**config.mk**
```make
export PLATFORM = sky130hd
export DESIGN_NAME = dcec_top
export DESIGN_NICKNAME = d
export VERILOG_FILES = /design/src/design/dcec_pkg.sv /design/src/design/dcec_top.sv
export SDC_FILE = /design/constraint.sdc
export NUM_CORES = 1
export LEC_CHECK = 0
export ABC_AREA = 1
export BUFFER_PORTS_ARGS = -buffer_cell sky130_fd_sc_hd__buf_2
export CAP_MARGIN = 15
export CORE_MARGIN = 8
export CORE_UTILIZATION = 52
export DETAILED_ROUTE_END_ITERATION = 10
export PLACE_DENSITY = 0.75
export RECOVER_POWER = 50
export REMOVE_ABC_BUFFERS = 1
export SKIP_LAST_GASP = 1
export SYNTH_ARGS = -nofsm -noshare
export SYNTH_HDL_FRONTEND = slang
export SYNTH_SLANG_ARGS = --single-unit
export TNS_END_PERCENT = 100
```
**constraint.sdc**
```tcl
create_clock -name clk -period 1.81 [get_ports clk]
set_clock_uncertainty 0.2 [all_clocks]
set_input_delay 0.2715 -clock clk [delete_from_list [all_inputs] [get_ports clk]]
set_output_delay 0.2715 -clock clk [all_outputs]
set_load 0.005 [all_outputs]
```
**src/design/dcec_pkg.sv**
```systemverilog
// package: register map, fields and reset values for the channel event control block
//
// Behaviour
// - abort select field bits 23:16; selected irq aborts transfer and sets abort flag
// - start select field bits 15:8; selected irq 0..255 starts a transfer
// - writing one to bit 7 forces a transfer start; bit reads zero
// - writing one to bit 6 aborts current transfer; bit reads zero
// - bit 5 set: pattern match while the channel is enabled aborts and clears channel enable
// - bit 4 set: start irq starts a cell transfer, else ignored
// - bit 3 set: abort irq aborts transfer, else ignored
// - bits 31:24 and 2:0 are unimplemented and read zero
package dcec_pkg;
    // ----------------------------------------
    // register offsets (byte addresses)
    // ----------------------------------------
    localparam logic [7:0] DCEC_ECON_OFS = 8'h00;
    localparam logic [7:0] DCEC_STAT_OFS = 8'h04;
    localparam logic [7:0] DCEC_MASK_OFS = 8'h08;
    localparam logic [7:0] DCEC_CTRL_OFS = 8'h0c;
    // ----------------------------------------
    // field positions and reset values
    // ----------------------------------------
    localparam int DCEC_ABSEL_LSB = 16;
    localparam int DCEC_STSEL_LSB = 8;
    localparam int DCEC_FORCE_BIT = 7;
    localparam int DCEC_ABORT_BIT = 6;
    localparam int DCEC_PATTERN_ABORT_ENABLE_BIT = 5;
    localparam int DCEC_STEN_BIT = 4;
    localparam int DCEC_ABEN_BIT = 3;
    localparam logic [7:0] DCEC_SEL_RST = 8'hff;
    localparam logic [31:0] DCEC_ECON_RST = 32'h00ffff00;
    localparam logic [31:0] DCEC_ECON_WMASK = 32'h00ffff38;
    // status bits: 0 start event, 1 abort event, 2 pattern abort
    localparam int DCEC_NEV = 3;
    localparam logic [1:0] DCEC_RESP_OK = 2'b00;
    localparam logic [1:0] DCEC_RESP_DEC = 2'b11;

    // event configuration carried to the trigger logic
    typedef struct packed {
        logic [7:0] abortSel;
        logic [7:0] startSel;
        logic pattern_abort_enable;
        logic startEn;
        logic abortEn;
    } dcec_cfg_t;
endpackage

```
**src/design/dcec_top.sv**
```systemverilog
// module: channel event control with an axi4-lite register slave
`timescale 1ns/10ps
`default_nettype none
module dcec_top
    import dcec_pkg::*;
#(
    parameter int NIRQ = 256
) (
    input wire logic clk,
    input wire logic rst,
    input wire logic [7:0] s_axi_awaddr,
    input wire logic s_axi_awvalid,
    output logic s_axi_awready,
    input wire logic [31:0] s_axi_wdata,
    input wire logic [3:0] s_axi_wstrb,
    input wire logic s_axi_wvalid,
    output logic s_axi_wready,
    output logic [1:0] s_axi_bresp,
    output logic s_axi_bvalid,
    input wire logic s_axi_bready,
    input wire logic [7:0] s_axi_araddr,
    input wire logic s_axi_arvalid,
    output logic s_axi_arready,
    output logic [31:0] s_axi_rdata,
    output logic [1:0] s_axi_rresp,
    output logic s_axi_rvalid,
    input wire logic s_axi_rready,
    input wire logic [NIRQ-1:0] irqLines,
    input wire logic patternMatch,
    output logic startXfer,
    output logic abortXfer,
    output logic channelEnable,
    output logic irq
);
    // ----------------------------------------
    // state
    // ----------------------------------------
    logic [31:0] econ_ff;
    logic channel_enable_ff;
    logic [DCEC_NEV-1:0] stat_ff, mask_ff;
    logic [NIRQ-1:0] irqS1_ff, irqS2_ff, irqS3_ff;
    logic awHeld_ff, wHeld_ff;
    logic [7:0] awAddr_ff;
    logic [31:0] wData_ff;
    logic [3:0] wStrb_ff;
    logic bValid_ff, rValid_ff, awRdy_ff, wRdy_ff, arRdy_ff;
    logic [31:0] rData_ff;
    logic [1:0] bResp_ff, rResp_ff;
    logic start_ff, abort_ff, irq_ff, patS1_ff, patS2_ff;
    dcec_cfg_t cfg;

    // ----------------------------------------
    // write channel capture
    // ----------------------------------------
    // address and data are taken independently, in either order
    wire awFire = s_axi_awvalid && awRdy_ff;
    wire wFire = s_axi_wvalid && wRdy_ff;
    wire wrDo = awHeld_ff && wHeld_ff && !bValid_ff;
    wire arFire = s_axi_arvalid && arRdy_ff;
    wire [31:0] strbMask = {{8{wStrb_ff[3]}}, {8{wStrb_ff[2]}},
                            {8{wStrb_ff[1]}}, {8{wStrb_ff[0]}}};
    wire wEcon = wrDo && awAddr_ff == DCEC_ECON_OFS;
    wire wStat = wrDo && awAddr_ff == DCEC_STAT_OFS;
    wire wMask = wrDo && awAddr_ff == DCEC_MASK_OFS;
    wire wCtrl = wrDo && awAddr_ff == DCEC_CTRL_OFS;
    wire wOk = wEcon || wStat || wMask || wCtrl;
    wire [31:0] wEff = wData_ff & strbMask;

    assign cfg.abortSel = econ_ff[DCEC_ABSEL_LSB +: 8];
    assign cfg.startSel = econ_ff[DCEC_STSEL_LSB +: 8];
    assign cfg.pattern_abort_enable = econ_ff[DCEC_PATTERN_ABORT_ENABLE_BIT];
    assign cfg.startEn = econ_ff[DCEC_STEN_BIT];
    assign cfg.abortEn = econ_ff[DCEC_ABEN_BIT];

    // ----------------------------------------
    // event detection
    // ----------------------------------------
    // rising edge on the synchronised line: one event per pulse
    // single event per pulse
    wire [NIRQ-1:0] irqRise = irqS2_ff & ~irqS3_ff;
    wire startIrq = cfg.startEn && irqRise[cfg.startSel];
    wire abortIrq = cfg.abortEn && irqRise[cfg.abortSel];
    wire forceCmd = wEcon && wStrb_ff[0] && wData_ff[DCEC_FORCE_BIT];
    wire abortCmd = wEcon && wStrb_ff[0] && wData_ff[DCEC_ABORT_BIT];
    wire patAbort = cfg.pattern_abort_enable && patS2_ff && channel_enable_ff;
    wire nxt_start = startIrq || forceCmd;
    wire nxt_abort = abortIrq || abortCmd || patAbort;
    wire [DCEC_NEV-1:0] evSet = {patAbort, abortIrq, nxt_start};
    // set wins over a write-one clear
    wire [DCEC_NEV-1:0] nxt_stat = (stat_ff & ~(wStat ? wEff[DCEC_NEV-1:0] : '0)) | evSet;

    // ----------------------------------------
    // read mux
    // ----------------------------------------
    // command bits never stored, read zero
    // unimplemented bits read zero
    // low address bits ignored, same as on the write side
    wire [7:0] arAlign = {s_axi_araddr[7:2], 2'b00};
    wire rdEcon = arAlign == DCEC_ECON_OFS;
    wire rdStat = arAlign == DCEC_STAT_OFS;
    wire rdMask = arAlign == DCEC_MASK_OFS;
    wire rdCtrl = arAlign == DCEC_CTRL_OFS;
    wire rdOk = rdEcon || rdStat || rdMask || rdCtrl;
    wire [31:0] rdVal = rdEcon ? (econ_ff & DCEC_ECON_WMASK) :
                        rdStat ? {29'h0, stat_ff} :
                        rdMask ? {29'h0, mask_ff} :
                        rdCtrl ? {31'h0, channel_enable_ff} : 32'h0;

    // ----------------------------------------
    // synchronisers for irq lines and pattern match
    // ----------------------------------------
    always_ff @(posedge clk) begin
        if (rst) begin
            irqS1_ff <= '0;
            irqS2_ff <= '0;
            irqS3_ff <= '0;
            patS1_ff <= 1'b0;
            patS2_ff <= 1'b0;
        end else begin
            irqS1_ff <= irqLines;
            irqS2_ff <= irqS1_ff;
            irqS3_ff <= irqS2_ff;
            patS1_ff <= patternMatch;
            patS2_ff <= patS1_ff;
        end
    end

    // ----------------------------------------
    // registers and event outputs
    // ----------------------------------------
    // selects all ones, enables zero
    always_ff @(posedge clk) begin
        if (rst) begin
            econ_ff <= DCEC_ECON_RST;
            channel_enable_ff <= 1'b0;
            stat_ff <= '0;
            mask_ff <= '0;
            start_ff <= 1'b0;
            abort_ff <= 1'b0;
            irq_ff <= 1'b0;
        end else begin
            if (wEcon) begin
                econ_ff <= (econ_ff & ~(DCEC_ECON_WMASK & strbMask))
                         | (wData_ff & DCEC_ECON_WMASK & strbMask);
            end
            if (wMask) begin
                mask_ff <= wEff[DCEC_NEV-1:0];
            end
            if (patAbort) begin
                channel_enable_ff <= 1'b0;
            end else if (wCtrl && wStrb_ff[0]) begin
                channel_enable_ff <= wData_ff[0];
            end
            stat_ff <= nxt_stat;
            start_ff <= nxt_start;
            abort_ff <= nxt_abort;
            irq_ff <= |(nxt_stat & mask_ff);
        end
    end

    // ----------------------------------------
    // axi4-lite handshakes
    // ----------------------------------------
    always_ff @(posedge clk) begin
        if (rst) begin
            awHeld_ff <= 1'b0;
            wHeld_ff <= 1'b0;
            awAddr_ff <= '0;
            wData_ff <= '0;
            wStrb_ff <= '0;
            awRdy_ff <= 1'b1;
            wRdy_ff <= 1'b1;
            bValid_ff <= 1'b0;
            bResp_ff <= DCEC_RESP_OK;
            arRdy_ff <= 1'b1;
            rValid_ff <= 1'b0;
            rData_ff <= '0;
            rResp_ff <= DCEC_RESP_OK;
        end else begin
            if (awFire) begin
                awHeld_ff <= 1'b1;
                awAddr_ff <= {s_axi_awaddr[7:2], 2'b00};
                awRdy_ff <= 1'b0;
            end
            if (wFire) begin
                wHeld_ff <= 1'b1;
                wData_ff <= s_axi_wdata;
                wStrb_ff <= s_axi_wstrb;
                wRdy_ff <= 1'b0;
            end
            if (wrDo) begin
                awHeld_ff <= 1'b0;
                wHeld_ff <= 1'b0;
                bValid_ff <= 1'b1;
                bResp_ff <= wOk ? DCEC_RESP_OK : DCEC_RESP_DEC;
            end else if (bValid_ff && s_axi_bready) begin
                bValid_ff <= 1'b0;
                awRdy_ff <= 1'b1;
                wRdy_ff <= 1'b1;
            end
            if (arFire) begin
                arRdy_ff <= 1'b0;
                rValid_ff <= 1'b1;
                rData_ff <= rdVal;
                rResp_ff <= rdOk ? DCEC_RESP_OK : DCEC_RESP_DEC;
            end else if (rValid_ff && s_axi_rready) begin
                rValid_ff <= 1'b0;
                arRdy_ff <= 1'b1;
            end
        end
    end

    assign s_axi_awready = awRdy_ff;
    assign s_axi_wready = wRdy_ff;
    assign s_axi_bvalid = bValid_ff;
    assign s_axi_bresp = bResp_ff;
    assign s_axi_arready = arRdy_ff;
    assign s_axi_rvalid = rValid_ff;
    assign s_axi_rdata = rData_ff;
    assign s_axi_rresp = rResp_ff;
    assign startXfer = start_ff;
    assign abortXfer = abort_ff;
    assign channelEnable = channel_enable_ff;
    assign irq = irq_ff;
endmodule
`default_nettype wire

```
==> reports/qor.yml, run 1 <==
critical_path:
  path_class: "register to register"
  startpoint_type: "register"
  crit_path_max_fanout: 6
  endpoint_kind: "register"
  critPathArrivalTime_ns: 2.64
  worstPathRequired_ns: 2.16
routing:
  vias_per_cell: 5.17
  dr.pass1.iters: 5
  wire_per_inst_um: 17.9
  ant_nets: 0
  route.detailed.drc: 0
  drtIter0Drc: 3399
  drt_wl_total_mm: 103
  route.vias.total: 29836
yosys:
  synth_flop_cell: "dfxtp_1"
  yosysSeqAreaShare_pct: 54.3
  synth_cell_types: 30
  synth.most_common_cell: "inv_1"
  synth_warnings: 0
  async_reset_ff_share_pct: 0
  synth_commonest_cells: "inv_1 (1071), nand3_1 (1011), dfxtp_1 (863)"
  synth.area.top_cells: "dfxtp_1 (54%), nand3_1 (16%), inv_1 (13%)"
  synth_edf_count: 0
  synth_top_area_cell: "dfxtp_1"
  syn_area_per_cell_um2: 7.56
  ys_ff_latch: 863
  synth.top_cell.area_share_pct: 54.3
  syn_inst: 4211
  synth_area_um2: 31800
pwr:
  powerDensity_nw_per_um2: 976
  power_leakage_uw: 0.0194
  total_power_uw: 41900
  ir_drop_v: 0.000638
sta:
  maxSlewHeadroom_pct: 54.2
  rsz0062_at_grt: "true"
  hold_viol: 0
  finalSetupViolCount: 554
  period_needed_ns: 2.29
  setup_tns_ns: -86.53
  layout_setup_ws_ns: -0.476
  fmax_ghz: 0.437
  maxSlewViolCount: 0
  worst_pin_slew_ns: 0.687
  period_share_pct: 126
grt:
  grt_pass1_wl_mm: 157
  grt_start_max_net_pins: 79
  grt_pass1_vias: 29645
  grtUsageTotal_pct: 28.0
  grt_overflow: 0
  antenna_found_initial: 7
placed_design:
  place_hpwl_mm: 58.7
  port_buffers: 337
  pre_cts_slack_ns: -0.423
  dpl.cell_count: 5252
  gp_congestion: 0.902
hold_path:
  hold_class: "input pin to register"
floorplanning:
  die_h_um: 263
  rows: 90
  ioPinCount: 361
  core_area_um2: 60500
  die_x_um: 263
  die-area_um2: 69400
  start_util_pct: 52.6
clock_network:
  cts_tree: "built"
  cts_max_path_buffers: 3
  cts-buffers-inserted: 83
  cts_sinks: 863
  h-tree-depth: 3
  clockRootBuffer: "clkbuf_16"
  insertion_delay_ns: 0.64
  path_clk_slew_ns: 0.07
status:
  status: "complete, but fails checks"
  violations: "setup timing"
run:
  max_cap_viol_count: 0
finish:
  nets: 5233
  fillers: 4182
  final_cells: 5772
  area_growth_pct: 34.9
  layout-drive-gt1-share_pct: 16.1
through the flow:
stage / area (um2) / util [%] / hold WS (ns)
2_1_floorplan: 30600 / - / 0.141
3_3_place_gp: 35000 / 57.9 / 0.191
3_5_place_dp: 35000 / 57.9 / 0.192
4_1_cts: 42100 / 69.7 / 0.143
5_1_grt: 42900 / 71.0 / 0.177
6_report: 42900 / 71.0 / 0.171
flip-flops by register name (all words and copies together) (netlist names), 6 cells and up, named ones only:
register,cells
s_axi_rdata,22
irqS2_ff,256
awAddr_ff,6
irqS3_ff,256
wData_ff,24
irqS1_ff,256
path summary, 6_finish.rpt:
kind | from | end | slack, ns | cells after the start
setup / recovery | register | abortXfer | -0.48 | 13
hold / removal | irqLines[84] | irqS1_ff[84] | 0.17 | 4
setup reg to reg | register | abortXfer | -0.48 | 13
hold reg to reg | irqS1_ff[85] | irqS2_ff[85] | 0.19 | 2
critical path, cell delays in order, from the launching register on:
cell and delay, ns:
dfxtp_4 0.38, buf_12 0.15, buf_12 0.14, buf_16 0.14, o211ai_1 0.24, nand3_2 0.11, nand3_2 0.09, nand3_2 0.09
nand3_2 0.10, nand3_2 0.09, nand3_2 0.11, nand3_4 0.08, buf_4 0.15, a31oi_1 0.12
routing by layer:
layer | up-vias | GRT usage [%] | share of wire (%)
met5 | - | 0 | 0
met1 | 13603 | 32.8 | 37
li1 | 14099 | - | -
met3 | 463 | 4.94 | 8.4
met4 | 0 | 14.9 | 6.1
met2 | 1671 | 48.6 | 48
what timing repair did:
action                                  in CTS  in global routing
endpoints found under the setup margin       5                 49
cloned                                      13                 11
resized for setup                           92                117
buffers inserted                            12                  8
pin swaps                                   24                 43
hold buffers                               320                  1
endpoints found under the hold margin      340                 14
layout make-up:
cell class              count  area, um2  share of cell area [%]
diodes                      7       17.5                  0.0408
clock buffers             116       2410                    5.63
clock inverters            35        546                    1.27
inverters                1078       4090                    9.52
multi-input cells        2051      10100                    23.5
flip-flops and latches    863      17300                    40.3
well taps                 782        978                    2.28
repair buffers            838       7470                    17.4
repair inverters            2       17.5                  0.0408
cells by family after synthesis:
family	Yosys count	share of synthesized area, %
flops	863	54.3
simple gates	1895	26.4
other cells	1	0.0118
buf+inv	1306	16.6
compound gates	146	2.71
placed cells by master, fill, tap and decap left out, types with 4 or more instances in the layout:
cell / Yosys / layout
buf_4: 29 / 85
buf_16: 0 / 15
nor2_1: 819 / 817
bufinv_16: 0 / 12
inv_6: 0 / 5
o211ai_1: 26 / 26
conb_1: 1 / 10
a211oi_1: 19 / 19
inv_1: 1071 / 1065
buf_8: 0 / 4
diode_2: 0 / 7
nand3_2: 1 / 124
clkinv_1: 5 / 4
clkbuf_16: 0 / 94
clkbuf_8: 0 / 15
inv_2: 1 / 5
buf_2: 51 / 326
nand3_4: 0 / 11
nand2_1: 56 / 54
clkinv_2: 0 / 10
buf_6: 24 / 6
clkbuf_1: 111 / 28
dfxtp_4: 0 / 4
clkinv_4: 0 / 4
dfxtp_2: 0 / 5
dfxtp_1: 863 / 854
nand3_1: 1011 / 877
dlygate4sd3_1: 0 / 320
a21oi_1: 30 / 28
o21ai_0: 64 / 63
buf_12: 1 / 58
power by group:
part | total [uW] | internal [uW] | switching (uW)
Clock | 18600 | 11100 | 7470
Combinational | 3050 | 1430 | 1620
Sequential | 20200 | 19800 | 451
Total | 41900 | 32300 | 9540
Note: power is estimated with default switching activity, not from simulation.
==> inputs of run 2 (changes only) <==
CELL_PAD_IN_SITES_DETAIL_PLACEMENT = 0   (was default)
CELL_PAD_IN_SITES_GLOBAL_PLACEMENT = 2   (was default)
CORE_UTILIZATION = 30   (was 52)
PLACE_DENSITY = default   (was 0.75)
PLACE_DENSITY_LB_ADDON = 0.1   (was default)
SETUP_SLACK_MARGIN = 0.4   (was default)
==> run 2 against run 1 <==
Net effect: the flow still finishes with violations (setup timing); largest power group is now clock; sequential power about the same; non-clock buffer count grew 173; worst hold slack got worse by 0.17 ns; critical path depth rose by 4; clock-buffer cell count is 18 higher; worst setup slack worse by 0.067 ns; critical path type unchanged; combinational power up 6%; wire length grew 9.3%; power increased by 5.5%.
==> reports/qor.yml, run 2 (synthesis results as in run 1) <==
status:
  status: "complete, but fails checks"
  violations: "setup timing"
sta:
  fmax_ghz: 0.425
  layout_setup_ws_ns: -0.543
  maxSlewViolCount: 0
  hold_viol: 0
  rsz0062_at_grt: "true"
  worst_pin_slew_ns: 1.06
  maxSlewHeadroom_pct: 29.0
  period_share_pct: 130
  period_needed_ns: 2.35
  finalSetupViolCount: 182
routing:
  route.met3.wl_mm: 4.57
  dr.pass1.iters: 5
  vias_per_cell: 4.32
  drtIter0Drc: 1518
  drt_wl_total_mm: 113
  highest_layer: "met5"
  wire_per_inst_um: 17.2
  route.vias.total: 28399
  ant_nets: 0
  route.met2.wl_mm: 54.6
  route.detailed.drc: 0
  wirelength_met1_mm: 50.6
pwr:
  ir_drop_v: 0.000645
  powerDensity_nw_per_um2: 958
  power_leakage_uw: 0.0207
floorplanning:
  start_util_pct: 30.2
  ioPinCount: 361
  rows: 119
  die-area_um2: 117000
  die_x_um: 342
  die_h_um: 342
  core_area_um2: 105000
run:
  max_cap_viol_count: 0
hold_path:
  hp-start: "s_axi_araddr[4]"
  hold_class: "input pin to register"
  min_to: "s_axi_rdata[0]"
  hold-path-cell-count: 7
clock_network:
  insertion_delay_ns: 0.68
  cts-buffers-inserted: 96
  cts_max_path_buffers: 3
  clockRootBuffer: "clkbuf_16"
  cts_sinks: 863
  path_clk_slew_ns: 0.06
  cts_tree: "built"
  h-tree-depth: 3
grt:
  grt_start_max_net_pins: 80
  grt_overflow: 0
  grt_pass1_vias: 29115
  antenna_found_initial: 7
  grtUsageTotal_pct: 18.3
  grt_pass1_wl_mm: 169
finish:
  area_growth_pct: 45.0
  layout_common_cells: "inv_1 (1061), nand3_1 (897), dfxtp_1 (815)"
  nets: 5418
  layout-drive-gt1-share_pct: 19.2
  final_common_cell: "inv_1"
  utilization_pct: 43.8
  fillers: 10853
  largest_registers: "irqS1_ff x256, irqS2_ff x256, irqS3_ff x256"
critical_path:
  startpoint_type: "register"
  crit_path_max_fanout: 16
  reg2regPathDepth: 17
  rrSetupSlack_ns: -0.54
  worstPathRequired_ns: 2.18
  path_class: "register to register"
  endpoint_kind: "register"
  crit-reg2reg-capture: "irq"
  critPathArrivalTime_ns: 2.73
placed_design:
  port_buffers: 337
  pre_cts_slack_ns: -0.610
  gp_congestion: 0.789
  place_hpwl_mm: 73.5
==> run 2: layout make-up <==
class,instances,area [um2],area share (%)
Antenna cell,2,5.00,0.0108
Sequential cell,863,17400,37.6
Timing Repair inverter,1,16.3,0.0352
Clock buffer,134,2790,6.04
Tap cell,1391,1740,3.77
Timing Repair Buffer,1011,9360,20.3
Multi-Input combinational cell,2051,10200,22.1
Clock inverter,45,606,1.31
Inverter,1078,4080,8.85
==> run 2: what timing repair did <==
item,4_1_cts,5_1_grt
endpoints found under the hold margin,447,7
endpoints found under the setup margin,91,193
buffers inserted,21,15
gates resized for setup,143,200
cloned,4,27
pin swaps,9,70
hold buffers,401,4
==> run 2: worst max path at each step <==
| stage | start | end | slack (ns) | depth (start not counted) |
|---|---|---|---|---|
| 2_1_floorplan | register | irq | -3.61 | 13 |
| 3_3_place_gp | register | irq | -0.60 | 14 |
| 4_1_cts | register | irq | -0.49 | 14 |
| 5_1_grt | register | startXfer | -0.61 | 13 |
| 6_report | register | irq | -0.54 | 17 |
| 3_5_place_dp | register | irq | -0.61 | 14 |
==> run 2: critical path, cell delays in order (launching register included) <==
cell	delay, ns
dfxtp_4	0.43
clkinv_8	0.13
buf_12	0.15
clkbuf_16	0.17
nand3_1	0.08
nand3_1	0.07
nand3_1	0.11
nand3_1	0.09
nand3_1	0.11
nand3_1	0.12
nand3_2	0.11
nand3_4	0.10
nand3_4	0.09
nand2_1	0.05
nand2_1	0.06
nand2_1	0.04
nand2_1	0.05
nand2_1	0.05
==> run 2: power by group <==
part / switching (uW) / leakage [uW] / internal [uW]
clock: 8210 / 0.00166 / 12500
combinational: 1590 / 0.0119 / 1640
sequential: 439 / 0.00711 / 19800
total: 10200 / 0.0207 / 33900
==> run 2: routing by layer <==
metal	track usage (%)	vias up
li1	-	14496
met4	5.23	4
met5	0	-
met3	2.92	186
met2	31.8	578
met1	23.3	13135
==> run 2: metrics by stage <==
step                      setup TNS [ns]  total power, uW  std cells  hold WS, ns  cell area, um2
after global routing              -66.67            46100       6576     -0.00520           46100
final                             -27.92            44200       6576      0.00321           46100
after detailed placement           -3.03            23000       5928        0.194           36500
after CTS                          -2.76            44800       6533      -0.0707           44700
after global placement             -3.01            23000       5928        0.193           36500
after floorplan                   -31.35            21600       3992        0.141           30600
